$ cat src/common/iss_map.vh
`ifndef ISS_MAP_VH
`define ISS_MAP_VH
// register byte offsets (word aligned)
`define ISS_STBY_CTRL_OFS 4'h0
`define ISS_STBY_MODE_OFS 4'h4
`define ISS_STAB_SEL_OFS 4'h8
`define ISS_STATUS_OFS 4'hc
`define ISS_PROTECT_OFS 5'h10
// standby control fields
`define ISS_CTRL_REQ_BIT 1
`define ISS_CTRL_BLOCK_BIT 4
`define ISS_MODE_DEEP_BIT 0
// stabilization select field
`define ISS_STAB_SEL_W 3
`define ISS_STAB_SEL_RST 3'h4
// shortest wait exponent; select value n gives 2^(base+n) periods
`define ISS_STAB_BASE 5'd12
// reset wait exponent: 2^16 periods
`define ISS_STAB_RST_EXP 5'd16
// unlock key for the write-protect command register
`define ISS_PROTECT_KEY 8'ha5
// wake cause codes in status
`define ISS_CAUSE_NONE 2'h0
`define ISS_CAUSE_IRQ 2'h1
`define ISS_CAUSE_RST 2'h2
`endif

$ cat src/rtl/iss_standby_ctrl.v
// Contract
// - deep select 0 plus request enters idle
// - idle keeps oscillator, gates cpu and peripherals
// - idle release returns without stabilization wait
// - idle wakes on unmasked irqs or resets
// - maskable wake block stops irq release
// - low priority wake leaves request pending
// - higher priority wake branches to handler
// - interrupts disabled resume at next instruction
// - reset wake performs full reset sequence
// - standby stops clocks except slave serial
// - detector and power-on clear keep running
// - ports, cpu state, ram are held
// - deep select 1 plus request enters stop
// - stop halts oscillator, pll and clocks
// - stop wakes on unmasked irqs or resets
// - stop resumes only after stabilization wait
// - stop halts clock monitor, internal osc runs
// - irq wake uses select, reset uses 2^16
// - wait counted by watchdog timer counter
// - deep select only valid with request
//
// Added by the designer: the Wishbone interface to the registers and the register offsets.
`timescale 1ns/10ps
`include "iss_map.vh"
module iss_standby_ctrl #(
	// counter width; must stay above the largest wait exponent, 19
	parameter WDT_W = 20
) (
	// clock and reset
	input wire mclk,
	input wire rst_n,
	// wishbone slave
	input wire wb_cyc_i,
	input wire wb_stb_i,
	input wire wb_we_i,
	input wire [4:0] wb_adr_i,
	input wire [3:0] wb_sel_i,
	input wire [31:0] wb_dat_i,
	output reg [31:0] wb_dat_o,
	output reg wb_ack_o,
	// wake sources from pins and analog blocks
	input wire [5:0] externalIrqPins,
	input wire lowVoltageIrq,
	input wire serialSlaveIrq,
	input wire resetPin_n,
	input wire lowVoltageReset,
	input wire powerOnClearReset,
	// interrupt controller side
	input wire [5:0] irqMask,
	input wire irqEnable,
	input wire wakeHigherPrio,
	input wire lowVoltageDetectorUsed,
	// clock and core controls
	output reg cpuClkEn,
	output reg periphClkEn,
	output reg oscEn,
	output reg pllEn,
	output reg clkMonEn,
	output reg intOscEn,
	output reg serialSlaveClkEn,
	output reg lowVoltageDetectorEn,
	output reg powerOnClearEn,
	output reg holdState,
	output reg sysReset,
	output reg wakeBranch,
	output reg wakeResume,
	output reg wdtCountEn
);
	// one-hot states; status reads this code as is
	localparam ST_RUN = 5'h01;
	localparam ST_IDLE = 5'h02;
	localparam ST_STOP = 5'h04;
	localparam ST_STAB = 5'h08;
	localparam ST_RST = 5'h10;

	// two-flop synchronisers for outside inputs
	// reset pin is inverted first so every line is active high
	reg [10:0] syncA_q;
	reg [10:0] syncB_q;
	always @(posedge mclk or negedge rst_n) begin
		if (!rst_n) begin
			syncA_q <= 11'h000;
			syncB_q <= 11'h000;
		end else begin
			syncA_q <= {externalIrqPins, lowVoltageIrq, serialSlaveIrq,
				~resetPin_n, lowVoltageReset, powerOnClearReset};
			syncB_q <= syncA_q;
		end
	end

	// synchronised wake lines
	wire [5:0] extPins = syncB_q[10:5];
	wire lvIrq = syncB_q[4];
	wire csIrq = syncB_q[3];

	// reset-class sources
	wire anyReset = |syncB_q[2:0];

	// pins pass only where their mask bit is clear
	wire pinWake = |(extPins & ~irqMask);
	// low-voltage and serial requests have no mask of their own here
	// unmasked maskable wake, gated by block bit
	wire maskWake;
	reg block_q;
	assign maskWake = ~block_q &
		(pinWake | lvIrq | csIrq);

	reg [4:0] state_q;
	reg [4:0] state_d;
	reg req_q;
	reg deep_q;
	reg [`ISS_STAB_SEL_W-1:0] stabSel_q;
	reg unlock_q;
	reg [1:0] cause_q;
	reg [1:0] cause_d;
	reg [WDT_W-1:0] wdt_q;
	reg fromReset_q;

	// state decode shared by the register and counter processes
	wire inRun = state_q == ST_RUN;
	wire inStab = state_q == ST_STAB;
	wire toReset = state_q == ST_RST || state_d == ST_RST;
	wire leaving = state_q != ST_RUN && state_d != state_q;

	// bus decode
	// only lane 0 holds register bits, upper lanes are ignored
	// a request counts once: ack high masks it for the next edge
	wire wbReq = wb_cyc_i & wb_stb_i & ~wb_ack_o;
	wire wbWr = wbReq & wb_we_i & wb_sel_i[0];
	wire selCtrl = wb_adr_i == {1'b0, `ISS_STBY_CTRL_OFS};
	wire selMode = wb_adr_i == {1'b0, `ISS_STBY_MODE_OFS};
	wire selStab = wb_adr_i == {1'b0, `ISS_STAB_SEL_OFS};
	wire selStat = wb_adr_i == {1'b0, `ISS_STATUS_OFS};
	wire selProt = wb_adr_i == `ISS_PROTECT_OFS;
	// control write takes effect only right after the unlock key
	wire ctrlWr = wbWr & selCtrl & unlock_q;
	wire enterReq = ctrlWr & wb_dat_i[`ISS_CTRL_REQ_BIT];

	// wait exponent: select register or reset default
	// a reset wake ignores the select value, it was just reset anyway
	wire [4:0] expo = fromReset_q ? `ISS_STAB_RST_EXP :
		(`ISS_STAB_BASE + {2'b00, stabSel_q});
	// counter bit expo rises after exactly 2^expo counted periods
	// so the wait is the watchdog counter's overflow interval
	wire wdtOvf = wdt_q[expo];

	// standby state machine
	// run goes to idle or stop on the request, chosen by the deep bit
	// idle returns straight to run; stop goes through the timed wait
	// any reset source goes to the reset state, then a fixed wait
	// the core's pending request is not cleared here, the core keeps it
	// priority is judged by the core; this block only picks the exit
	always @* begin
		state_d = state_q;
		cause_d = cause_q;
		case (state_q)
			ST_RUN: begin
				if (anyReset) begin
					state_d = ST_RST;
					cause_d = `ISS_CAUSE_RST;
				end else if (req_q && deep_q)
					state_d = ST_STOP;
				else if (req_q)
					state_d = ST_IDLE;
			end
			ST_IDLE: begin
				if (anyReset) begin
					state_d = ST_RST;
					cause_d = `ISS_CAUSE_RST;
				end else if (maskWake) begin
					state_d = ST_RUN;
					cause_d = `ISS_CAUSE_IRQ;
				end
			end
			ST_STOP: begin
				if (anyReset) begin
					state_d = ST_RST;
					cause_d = `ISS_CAUSE_RST;
				end else if (maskWake) begin
					state_d = ST_STAB;
					cause_d = `ISS_CAUSE_IRQ;
				end
			end
			ST_STAB: begin
				// a reset source still wins during the wait
				if (anyReset)
					state_d = ST_RST;
				else if (wdtOvf)
					state_d = ST_RUN;
			end
			ST_RST: begin
				// reset holds until all sources drop, then reset wait
				if (!anyReset)
					state_d = ST_STAB;
			end
			// an illegal code falls back to run
			default: state_d = ST_RUN;
		endcase
	end

	// state and wake cause
	always @(posedge mclk or negedge rst_n) begin
		if (!rst_n) begin
			state_q <= ST_RUN;
			cause_q <= `ISS_CAUSE_NONE;
		end else begin
			state_q <= state_d;
			cause_q <= cause_d;
		end
	end

	// unlock flag; any bus write with lane 0 selected after the key relocks
	// so the key and the control write must come back to back
	always @(posedge mclk or negedge rst_n) begin
		if (!rst_n)
			unlock_q <= 1'b0;
		else if (wbWr)
			unlock_q <= selProt &&
				wb_dat_i[7:0] == `ISS_PROTECT_KEY;
	end

	// software registers; a reset source puts them back to defaults
	always @(posedge mclk or negedge rst_n) begin
		if (!rst_n) begin
			req_q <= 1'b0;
			deep_q <= 1'b0;
			block_q <= 1'b0;
			stabSel_q <= `ISS_STAB_SEL_RST;
			fromReset_q <= 1'b0;
		end else if (toReset) begin
			req_q <= 1'b0;
			deep_q <= 1'b0;
			block_q <= 1'b0;
			stabSel_q <= `ISS_STAB_SEL_RST;
			fromReset_q <= 1'b1;
		end else begin
			// leaving standby drops the request
			if (leaving)
				req_q <= 1'b0;
			else if (ctrlWr && inRun)
				req_q <= enterReq;
			if (ctrlWr)
				block_q <= wb_dat_i[`ISS_CTRL_BLOCK_BIT];
			if (wbWr && selMode)
				deep_q <= wb_dat_i[`ISS_MODE_DEEP_BIT];
			if (wbWr && selStab)
				stabSel_q <= wb_dat_i[`ISS_STAB_SEL_W-1:0];
			if (inStab && wdtOvf)
				fromReset_q <= 1'b0;
		end
	end

	// wait counter, the watchdog count; held at zero outside the wait
	always @(posedge mclk or negedge rst_n) begin
		if (!rst_n)
			wdt_q <= {WDT_W{1'b0}};
		else if (inStab && !wdtOvf)
			wdt_q <= wdt_q + {{(WDT_W-1){1'b0}}, 1'b1};
		else
			wdt_q <= {WDT_W{1'b0}};
	end

	// read-back words, unused bits read zero
	wire [31:0] ctrlWord = {27'h0, block_q, 2'b00, req_q, 1'b0};
	wire [31:0] modeWord = {31'h0, deep_q};
	wire [31:0] stabWord = {29'h0, stabSel_q};
	wire [31:0] statWord = {25'h0, cause_q, state_q};

	// read mux; unmapped words read zero
	// address decode reuses the bus select wires
	reg [31:0] rdData;
	always @* begin
		rdData = 32'h0000_0000;
		if (selCtrl)
			rdData = ctrlWord;
		else if (selMode)
			rdData = modeWord;
		else if (selStab)
			rdData = stabWord;
		else if (selStat)
			rdData = statWord;
	end

	// bus answer: exactly one wait state
	// ack never stands two cycles, so one request is one transfer
	always @(posedge mclk or negedge rst_n) begin
		if (!rst_n)
			wb_ack_o <= 1'b0;
		else
			wb_ack_o <= wbReq;
	end

	// read data stands with ack only, zero otherwise
	always @(posedge mclk or negedge rst_n) begin
		if (!rst_n)
			wb_dat_o <= 32'h0000_0000;
		else if (wbReq)
			wb_dat_o <= rdData;
		else
			wb_dat_o <= 32'h0000_0000;
	end

	// an interrupt wake that lands back in run this cycle
	wire irqReturn = state_d == ST_RUN && state_q != ST_RUN &&
		cause_d == `ISS_CAUSE_IRQ && !fromReset_q;
	// the core judges priority, so it also says which way to go
	wire takeBranch = irqEnable && wakeHigherPrio;

	// cpu and peripheral clocks, only in normal run
	always @(posedge mclk or negedge rst_n) begin
		if (!rst_n) begin
			cpuClkEn <= 1'b0;
			periphClkEn <= 1'b0;
		end else begin
			cpuClkEn <= state_d == ST_RUN;
			periphClkEn <= state_d == ST_RUN;
		end
	end

	// oscillator, pll and clock monitor off in stop only
	// internal oscillator never stops, it is not ours to gate
	always @(posedge mclk or negedge rst_n) begin
		if (!rst_n) begin
			oscEn <= 1'b1;
			pllEn <= 1'b1;
			clkMonEn <= 1'b1;
			intOscEn <= 1'b1;
		end else begin
			oscEn <= state_d != ST_STOP;
			pllEn <= state_d != ST_STOP;
			clkMonEn <= state_d != ST_STOP;
			intOscEn <= 1'b1;
		end
	end

	// blocks that stay powered through every standby mode
	// the detector follows its use bit one cycle late
	always @(posedge mclk or negedge rst_n) begin
		if (!rst_n) begin
			serialSlaveClkEn <= 1'b1;
			lowVoltageDetectorEn <= 1'b0;
			powerOnClearEn <= 1'b1;
		end else begin
			serialSlaveClkEn <= 1'b1; // slave only
			lowVoltageDetectorEn <= lowVoltageDetectorUsed;
			powerOnClearEn <= 1'b1;
		end
	end

	// freeze, system reset and wait counting
	always @(posedge mclk or negedge rst_n) begin
		if (!rst_n) begin
			holdState <= 1'b0;
			sysReset <= 1'b1;
			wdtCountEn <= 1'b0;
		end else begin
			// ports, core state and ram frozen while standing by
			holdState <= state_d == ST_IDLE || state_d == ST_STOP ||
				(state_d == ST_STAB && !fromReset_q);
			sysReset <= state_d == ST_RST ||
				(state_d == ST_STAB && fromReset_q);
			wdtCountEn <= state_d == ST_STAB;
		end
	end

	// one-cycle pulses on return to run after an interrupt wake
	// the core's priority answer is taken at the wake edge itself
	always @(posedge mclk or negedge rst_n) begin
		if (!rst_n) begin
			wakeBranch <= 1'b0;
			wakeResume <= 1'b0;
		end else begin
			wakeBranch <= irqReturn && takeBranch;
			wakeResume <= irqReturn && !takeBranch;
		end
	end
endmodule

$ cat config.mk
export PLATFORM = sky130hd
export DESIGN_NAME = iss_standby_ctrl
export DESIGN_NICKNAME = d
export VERILOG_FILES = /design/src/rtl/iss_standby_ctrl.v
export VERILOG_INCLUDE_DIRS = /design/src /design/src/common
export SDC_FILE = /design/constraint.sdc
export NUM_CORES = 1
export LEC_CHECK = 0
export ABC_AREA = 1
export BUFFER_PORTS_ARGS = -buffer_cell sky130_fd_sc_hd__clkbuf_2
export CELL_PAD_IN_SITES_DETAIL_PLACEMENT = 1
export CELL_PAD_IN_SITES_GLOBAL_PLACEMENT = 1
export CORE_ASPECT_RATIO = 1.1
export CORE_MARGIN = 8
export CORE_UTILIZATION = 34
export CTS_CLUSTER_DIAMETER = 150
export DETAILED_ROUTE_END_ITERATION = 8
export GPL_TIMING_DRIVEN = 0
export PLACE_DENSITY = 0.8
export SLEW_MARGIN = 20
export SYNTH_ARGS = -nofsm -noshare
export SYNTH_HDL_FRONTEND = slang
export SYNTH_SLANG_ARGS = --single-unit
$ cat constraint.sdc
create_clock -name mclk -period 1.6 [get_ports mclk]
set_input_delay 0.32 -clock mclk [delete_from_list [all_inputs] [get_ports mclk]]
set_output_delay 0.32 -clock mclk [all_outputs]
set_load 0.02 [all_outputs]
After elaboration in Yosys (flattened, before gate mapping):

Index checks and enable logic that the tools add are counted.

* register bits after elaboration: 98
* input port bits: 66
* output and inout bits: 47
* word-level logic and storage cells: 125

* add/sub/neg operators: 2
* $lt $le $gt $ge: 1
* equal/unequal tests: 19
* mux-type cells: 35
* bitwise operators: 15
* reductions and logical operators: 32

Operator list (count)
* $mux W32: 4
* $mux W5: 11
* $pmux W5 S5: 1
* $add A20 B1 Y20 const B: 1
* $eq A5 B4 Y1 const B: 4
* $mux W20: 1
* $logic_and A1 B1 Y1: 16
* $eq A5 B3 Y1 const B: 3
* $eq A5 B5 Y1 const B: 3
* $eq A5 B1 Y1 const B: 2
* $eq A5 B2 Y1 const B: 2
* $mux W1: 10
* $and A1 B1 Y1: 8
* $eq A8 B8 Y1 const B: 1
* $reduce_bool A2 Y1: 4
* $mux W7: 1
* $and A6 B6 Y6: 1
* $lt A5 B6 Y1 const B: 1
* $mux W2: 3
* $mux W3: 2
* $not A6 Y6: 1
* $reduce_or A6 Y1: 1
* $add A4 B3 Y5 const A: 1
* $bmux W1 S5: 1
* other kinds (13): 21

Longest topological paths before layout:

Gate-level depths: netlist of the first run.

* word-level depth: 14
* gate-level depth with buffers: 13

Worst setup path after synthesis of the first run:

No wires, ideal clock.

* path type: flip-flop to flip-flop
* start: register wdt_q[0]
* end: register wdt_q[16]
* library setup time: 0.118 ns
* data arrival time: 1.471 ns
* required time: 1.482 ns
* path slack: 0.012 ns
* stages on the path, launching flop included: 13
* buffers on the path: 0
* period minus slack after synthesis: 1.588 ns
* path through: dfrtp_1 ha_1 nand3_1 nor2_1 nand2_1 nor2_2 nand2_1 nor2_2 nand3_2 nor3_1 nand4_1 nand2_1 nor2_1

* word-level cells in the longest chain between the ends: 5
* elaborated cells on any way between the ends: 6
* those cells by class: add/sub: 1; mux: 3; reduce/logical: 2

RTL lines
* start: declaration: RTL line iss_standby_ctrl.v:117 `reg [WDT_W-1:0] wdt_q;`
* start signal: assignment: RTL line iss_standby_ctrl.v:257 `wdt_q <= {WDT_W{1'b0}};`
* start signal: assignment: RTL line iss_standby_ctrl.v:259 `wdt_q <= wdt_q + {{(WDT_W-1){1'b0}}, 1'b1};`
* start signal: assignment: RTL line iss_standby_ctrl.v:261 `wdt_q <= {WDT_W{1'b0}};`
* parallel branches: the longest is 4 deep, another holds $add A20 B1 Y20
* $mux W20 *: RTL line iss_standby_ctrl.v:258 `else if (inStab && !wdtOvf)`

Every way passes the cells marked *. The select of a mux whose other input is x is not followed.
A chain may end at the register's enable or synchronous reset.

Worst setup path after layout of the first run:

* start: register state_q[1]
* end: register req_q

* elaborated cells on any way between the ends: 25
* those cells by class: eq/ne: 8; mux: 13; reduce/logical: 4

RTL lines
* start: declaration: RTL line iss_standby_ctrl.v:109 `reg [4:0] state_q;`
* start signal: assignment: RTL line iss_standby_ctrl.v:208 `state_q <= state_d;`
* $eq A5 B5 Y1 (tied with other cells): RTL line iss_standby_ctrl.v:157 `case (state_q)`
* $pmux W5 S5 *: RTL line iss_standby_ctrl.v:157
* net state_d[0]: RTL line iss_standby_ctrl.v:110 `reg [4:0] state_d;`
* $ne A5 B5 Y1: RTL line iss_standby_ctrl.v:124 `wire leaving = state_q != ST_RUN && state_d != state_q;`
* $logic_and A1 B1 Y1: RTL line iss_standby_ctrl.v:124
* $mux W1: RTL line iss_standby_ctrl.v:239 `if (leaving)`
* $mux W1: RTL line iss_standby_ctrl.v:231 `end else if (toReset) begin`
* end signal: assignment: RTL line iss_standby_ctrl.v:242 `req_q <= enterReq;`
* end: declaration: RTL line iss_standby_ctrl.v:111 `reg req_q;`

Mark *: on every way through the listed nets, which the timed path passes. The rest lies on a longest branch.

==> results of run 1 <==
-- metrics by stage --
| stage | TNS [ns] | cells | area [um2] |
|---|---|---|---|
| 3_5_place_dp | -4.00 | 604 | 4080 |
| 5_1_grt | -5.94 | 654 | 5050 |
| 3_3_place_gp | -29.84 | 603 | 4050 |
| 4_1_cts | -1.61 | 635 | 4630 |
| 2_1_floorplan | 0 | 423 | 3610 |
| 6_report | -2.94 | 654 | 5050 |
-- layout make-up --
type                    instances  area share
flip-flops and latches         73       0.363
multi-input cells             257       0.329
inverters                      60      0.0469
clock inverters                 5      0.0107
well taps                     123      0.0305
repair buffers                 93       0.120
plain buffers                  32      0.0491
clock buffers                  11      0.0501
-- flip-flops by register name, indices dropped and copies added, names as in the netlist, 2 cells and up --
register   flops
wb_dat_o       7
state_q        5
syncA_q       11
cause_q        2
syncB_q       11
stabSel_q      3
wdt_q         20
-- kinds of logic after synthesis --
| kind of cell | synth area share |
|---|---|
| flip-flops | 0.521 |
| XOR/XNOR | 0.0274 |
| AND/OR/NAND/NOR | 0.253 |
| other | 0.00214 |
| AO/OA/AOI/OAI | 0.0580 |
| adder cells (fa/ha/maj) | 0.00356 |
| buffers and inverters | 0.135 |
-- critical path, delay by kind of cell (launching register included) --
kind / cells / cell delay [ns]
compound gates: 1 / 0.06
flops: 1 / 0.44
simple gates: 9 / 1.25
-- repair_timing --
item                                   in CTS  in global routing
hold buffers                                1                  0
setup buffers                              15                 18
cloned                                      0                  1
gates resized for setup                    36                 58
setup endpoints to repair                  28                 34
endpoints found under the hold margin      30                  0
pin swaps                                  12                 19
-- cell usage after synthesis --
library cell,count,area (um2)
xor2_1,9,78.8
nor3b_1,2,15.0
nor4_2,1,12.5
xnor2_1,2,17.5
dfstp_2,4,105
a21oi_1,10,50.1
o221ai_1,1,8.76
nand3b_1,1,7.51
o211ai_1,2,15.0
nand2_1,68,255
nand3_2,5,50.1
o21ai_1,3,15.0
nand2_2,1,6.26
ha_1,1,12.5
a211oi_2,1,12.5
o21ai_0,8,40.0
conb_1,2,7.51
dfrtp_1,69,1730
nor3_1,10,50.1
clkinv_1,1,3.75
nand3_1,25,125
inv_1,51,191
nand4_2,2,25.0
buf_6,1,11.3
nor4_1,1,6.26
or2_0,1,6.26
nor3_2,2,20.0
a211oi_1,3,22.5
nor2_2,9,56.3
buf_2,1,5.00
a41oi_1,1,8.76
nand3b_2,1,11.3
nor2_1,43,161
nor3b_2,1,12.5
buf_4,31,233
inv_2,8,30.0
o21bai_1,1,7.51
nand4_1,11,68.8
o22ai_1,1,6.26
o21ai_2,2,17.5
-- cell usage in the layout, fill, tap and decap left out, drive strengths merged, types with 2 or more instances in the layout --
| master | Yosys | layout |
|---|---|---|
| a21oi | 10 | 10 |
| clkbuf | 0 | 69 |
| xnor2 | 2 | 2 |
| nand3 | 30 | 30 |
| nand2 | 69 | 69 |
| nor3b | 3 | 3 |
| clkinv | 1 | 6 |
| a211oi | 4 | 4 |
| xor2 | 9 | 9 |
| nor2 | 52 | 52 |
| conb | 2 | 28 |
| nand4 | 13 | 13 |
| dfstp | 4 | 4 |
| buf | 33 | 66 |
| dfrtp | 69 | 69 |
| nor3 | 12 | 12 |
| o211ai | 2 | 2 |
| inv | 59 | 58 |
| nand3b | 2 | 2 |
| o21ai | 13 | 13 |
| nor4 | 2 | 2 |
-- layer usage --
metal,vias up,wire length (um),track usage
li1,1461,-,-
met5,-,0,0
met4,0,216,0.0475
met1,1493,3670,0.142
met2,67,5720,0.259
met3,21,533,0.0502
-- report_power, final --
part           total, W  switching (W)  internal, W
clock network   0.00205       0.000764      0.00129
logic           0.00131       0.000802     0.000511
registers       0.00204      0.0000743      0.00197
total           0.00540        0.00164      0.00376
-- final timing paths --
kind / startpoint / end / slack [ns] / cells past startpoint
setup / recovery: state_q[1] / req_q / -0.27 / 10
hold / removal: externalIrqPins[3] / syncA_q[8] / 0.09 / 1
setup reg to reg: state_q[1] / req_q / -0.27 / 10
hold reg to reg: syncA_q[10] / syncB_q[10] / 0.34 / 0
max in group asynchronous: rst_n / clkMonEn / 0.46 / 3
min in group asynchronous: rst_n / wdt_q[19] / 0.51 / 2
==> impl_metrics.json, run 1 <==
{
  "critPathSlowestCell": "dfrtp_1",
  "post-route-util": 0.493,
  "power.density_mw_per_mm2": 1070,
  "vdd_drop_max_mv": 0.503,
  "drc_errors": 0,
  "drive_above_1_share": 0.426,
  "yosysWarnings": 0,
  "p_total_w": 0.00540,
  "cp_cell_sequence": "nor2_2, nand4_1, nand3_2, nor2_1, nor2_2, nand3_2, nand2_1, nand2_1, nand3_1, a21oi_1",
  "max_freq_mhz": 535,
  "portBuffers": 57,
  "crit_fanout": 5,
  "ys_seq_elements": 73,
  "p_leak_nw": 2.54,
  "hold_violations": 0,
  "clock_sinks": 73,
  "holdCritPathClass": "in -> reg",
  "grt_max_degree": 42,
  "skew_ns": 0.00920,
  "maxCapViolations": 0,
  "cts.clk_slew.worst_paths_ns": 0.06,
  "first_global_vias": 3195,
  "start_util": 0.343,
  "cts-buffers-inserted": 9,
  "min_period_over_period": 1.17,
  "ant_nets": 0,
  "ys_seq_area_frac": 0.521,
  "wl_per_cell_um": 15.5,
  "htreeDepth": 3,
  "cp-start-kind": "register",
  "grt_pass1_wl_um": 15400,
  "antenna_found_initial": 0,
  "insertedDiodeCount": 0,
  "drt_iter0_markers": 67,
  "avgSynthCellArea_um2": 8.86,
  "syn_inst": 397,
  "overflow": 0,
  "ctsLongestPathBuffers": 2,
  "status": "complete, but fails checks",
  "hpwlAfterDp_um": 6800,
  "dr_total_vias": 3042,
  "viasPerCell": 4.65,
  "fin_crit_ns": 1.87,
  "drt_first_pass_iters": 4,
  "core-area_mm2": 0.0102,
  "place_ws_ns": -0.322,
  "die_w_um": 113,
  "tightest_slew_ns": 0.492,
  "die_h_um": 123,
  "fill_cells": 1207,
  "maxSlewViolCount": 0,
  "clockRootBuffer": "clkbuf_16",
  "io_pins": 113,
  "crit_required_ns": 1.82,
  "hold_slack_ns": 0.0923,
  "die_area_mm2": 0.0139,
  "clock_latency_ns": 0.34,
  "gp_congestion": 0.876,
  "criticalPathCategory": "reg -> reg",
  "violations": "negative setup slack",
  "setup_ws_ns": -0.268,
  "seq_area_mm2": 0.00183,
  "fp-row-count": 39,
  "netlist_area_mm2": 0.00352,
  "end_kind": "register",
  "critPathMaxStageDelay_ns": 0.44,
  "finalSetupViolCount": 24,
  "drt-total-wl_um": 10100,
  "max-slew-margin-rel": 0.669,
  "rsz0062_at_grt": "yes",
  "multi_input_area_mm2": 0.00166,
  "track_usage": 0.139,
  "cp.arrival_ns": 2.09,
  "synth_cell_types": 40,
  "fin_nets": 593,
  "area_growth_pct": 43.6,
  "cts_tree": "yes"
}
No activity file was read; power rests on OpenSTA's default activity.
==> inputs of run 2 (changes only) <==
--- a/config.mk
+++ b/config.mk
@@ -17,6 +17,7 @@
 export DETAILED_ROUTE_END_ITERATION = 8
 export GPL_TIMING_DRIVEN = 0
 export PLACE_DENSITY = 0.8
+export SKIP_CTS_REPAIR_TIMING = 1
 export SLEW_MARGIN = 20
 export SYNTH_ARGS = -nofsm -noshare
 export SYNTH_HDL_FRONTEND = slang
==> run 2 against run 1 <==
The flow finishes with violations (negative hold slack, negative setup slack). Die area stayed put. Cell area up 1.6%. Global-route usage decreased by 0.82 points. Count of clock-buffer cells in the layout did not move. Routed wire length up 2.9%. Core utilization grew 0.77 points. Via count grew 0.62%. Clock skew decreased by 0.00053 ns. First-iteration DRC count is 9.0% higher. Final cell count did not move. Combinational power is 15% higher. Critical path type unchanged. Critical endpoint is now wdt_q[16]. Highest routed layer unchanged.
==> impl_metrics.json, run 2 (same netlist as run 1, synthesis figures left out) <==
{
  "holdCritPathClass": "in -> async",
  "fin_crit_ns": 1.93,
  "core-area_mm2": 0.0102,
  "power.density_mw_per_mm2": 1090,
  "htreeDepth": 3,
  "switching_share": 0.309,
  "area_growth_pct": 45.8,
  "critPathSlowestCell": "dfrtp_1",
  "critPathMaxStageDelay_ns": 0.41,
  "gr-max-usage-layer": "met2",
  "gp_congestion": 0.876,
  "cp_cell_sequence": "ha_4, nand3_4, nor2_4, nand2_2, nor2_4, nand2_2, nor2_2, nand3_2, nor4_4, a21oi_2, nor2_1",
  "cts-buffers-inserted": 9,
  "antenna_found_initial": 0,
  "p_comb_frac": 0.268,
  "min_period_over_period": 1.20,
  "hold_slack_ns": -0.0257,
  "dr_total_vias": 3061,
  "max_freq_mhz": 519,
  "wl_per_cell_um": 16.0,
  "ctsLongestPathBuffers": 2,
  "viasPerCell": 4.68,
  "hold_violations": 30,
  "p_int_w": 0.00387,
  "die_w_um": 113,
  "crit_fanout": 4,
  "cts_tree": "yes",
  "drt_iter0_markers": 73,
  "start_util": 0.343,
  "p_leak_nw": 2.56,
  "fin_nets": 593,
  "layout_commonest_cell": "dfrtp_1",
  "violations": "negative hold slack, negative setup slack",
  "fp-row-count": 39,
  "largestRegisters": "wdt_q: 20 flops, syncA_q: 11 flops, syncB_q: 11 flops",
  "switchingPower_w": 0.00173,
  "pwr-share-clk": 0.366,
  "die_area_mm2": 0.0139,
  "drt-total-wl_um": 10400,
  "gr-usage-met2": 0.241,
  "cp-start-kind": "register",
  "p_seq_frac": 0.366,
  "cp.arrival_ns": 2.19,
  "drc_errors": 0,
  "hpwlAfterDp_um": 6800,
  "final_cell_mix": "63 x dfrtp_1, 56 x clkbuf_2, 53 x buf_4",
  "vdd_drop_max_mv": 0.490,
  "top_register": "wdt_q",
  "clock_sinks": 73,
  "io_pins": 113,
  "worst-path-buf-inv": 0,
  "overflow": 0,
  "first_global_vias": 3045,
  "finalSetupViolCount": 33,
  "track_usage": 0.131,
  "criticalPathCategory": "reg -> reg",
  "drt_first_pass_iters": 4,
  "grtUsageMet3": 0.0482,
  "rsz0062_at_grt": "yes",
  "setup_ws_ns": -0.326,
  "largest_register_ffs": 20,
  "fill_cells": 1189,
  "cts.clk_slew.worst_paths_ns": 0.06,
  "ant_nets": 0,
  "crit_required_ns": 1.87,
  "crit_family": "simple AND/OR/NAND/NOR gates",
  "skew_ns": 0.00868,
  "status": "complete, but fails checks",
  "portBuffers": 57,
  "maxSlewViolCount": 0,
  "grt_max_degree": 42,
  "post-route-util": 0.500,
  "met1_usage": 0.136,
  "clock_latency_ns": 0.34,
  "maxCapViolations": 0,
  "drive_above_1_share": 0.461,
  "clockRootBuffer": "clkbuf_16",
  "die_h_um": 123,
  "end_kind": "register",
  "grt_pass1_wl_um": 14600,
  "insertedDiodeCount": 0
}
run 2: changes by cell type in the layout (fill, tap and decap cells not counted), sizes merged:
cell	delta
buf	+1
dlygate4sd3	-1
run 2: power groups by stage:
stage	registers, W	clock network, W	logic [W]
finish	0.00205	0.00205	0.00150
global route	0.00206	0.00216	0.00162
CTS	0.00202	0.00209	0.000978
detailed placement	0.00206	0	0.000970
global placement	0.00205	0	0.000925
floorplan	0.00208	0	0.000627
run 2: routing by layer:
| metal | up-vias | wire (um) |
|---|---|---|
| li1 | 1464 | - |
| met1 | 1485 | 3630 |
| met2 | 82 | 5870 |
| met3 | 30 | 582 |
| met4 | 0 | 353 |
| met5 | - | 0 |
run 2: worst paths after layout:
path	start	to	slack, ns	depth (start not counted)
setup / recovery	wdt_q[0]	wdt_q[16]	-0.33	11
hold / removal	rst_n	wdt_q[19]	-0.03	1
setup reg to reg	wdt_q[0]	wdt_q[16]	-0.33	11
hold reg to reg	syncA_q[10]	syncB_q[10]	0.34	0
max in group asynchronous	rst_n	clkMonEn	0.99	2
min in group mclk	lowVoltageReset	syncA_q[1]	0.09	1
run 2: worst reg2reg max path, cell delays in order (launching register included):
cell	delay, ns
dfrtp_1	0.41
ha_4	0.17
nand3_4	0.09
nor2_4	0.11
nand2_2	0.08
nor2_4	0.15
nand2_2	0.07
nor2_2	0.10
nand3_2	0.13
nor4_4	0.33
a21oi_2	0.10
nor2_1	0.11
run 2: through the flow:
step                setup slack, ns  power, W  setup TNS (ns)  instances  instance area [um2]
global route                 -0.451   0.00584           -8.74        654                 5130
detailed placement           -0.322   0.00303           -4.00        604                 4080
CTS                          -0.372   0.00510           -4.92        620                 4380
finish                       -0.326   0.00560           -5.61        654                 5130
global placement             -0.396   0.00298          -29.84        603                 4050
floorplan                    0.0115   0.00271               0        423                 3610
run 2: layout make-up:
class | count | area (um2) | area share
multi-input cells | 257 | 1690 | 0.330
flip-flops and latches | 73 | 1840 | 0.359
inverters | 60 | 243 | 0.0474
well taps | 123 | 154 | 0.0300
repair buffers | 93 | 642 | 0.125
clock buffers | 11 | 253 | 0.0493
plain buffers | 32 | 253 | 0.0493
clock inverters | 5 | 53.8 | 0.0105
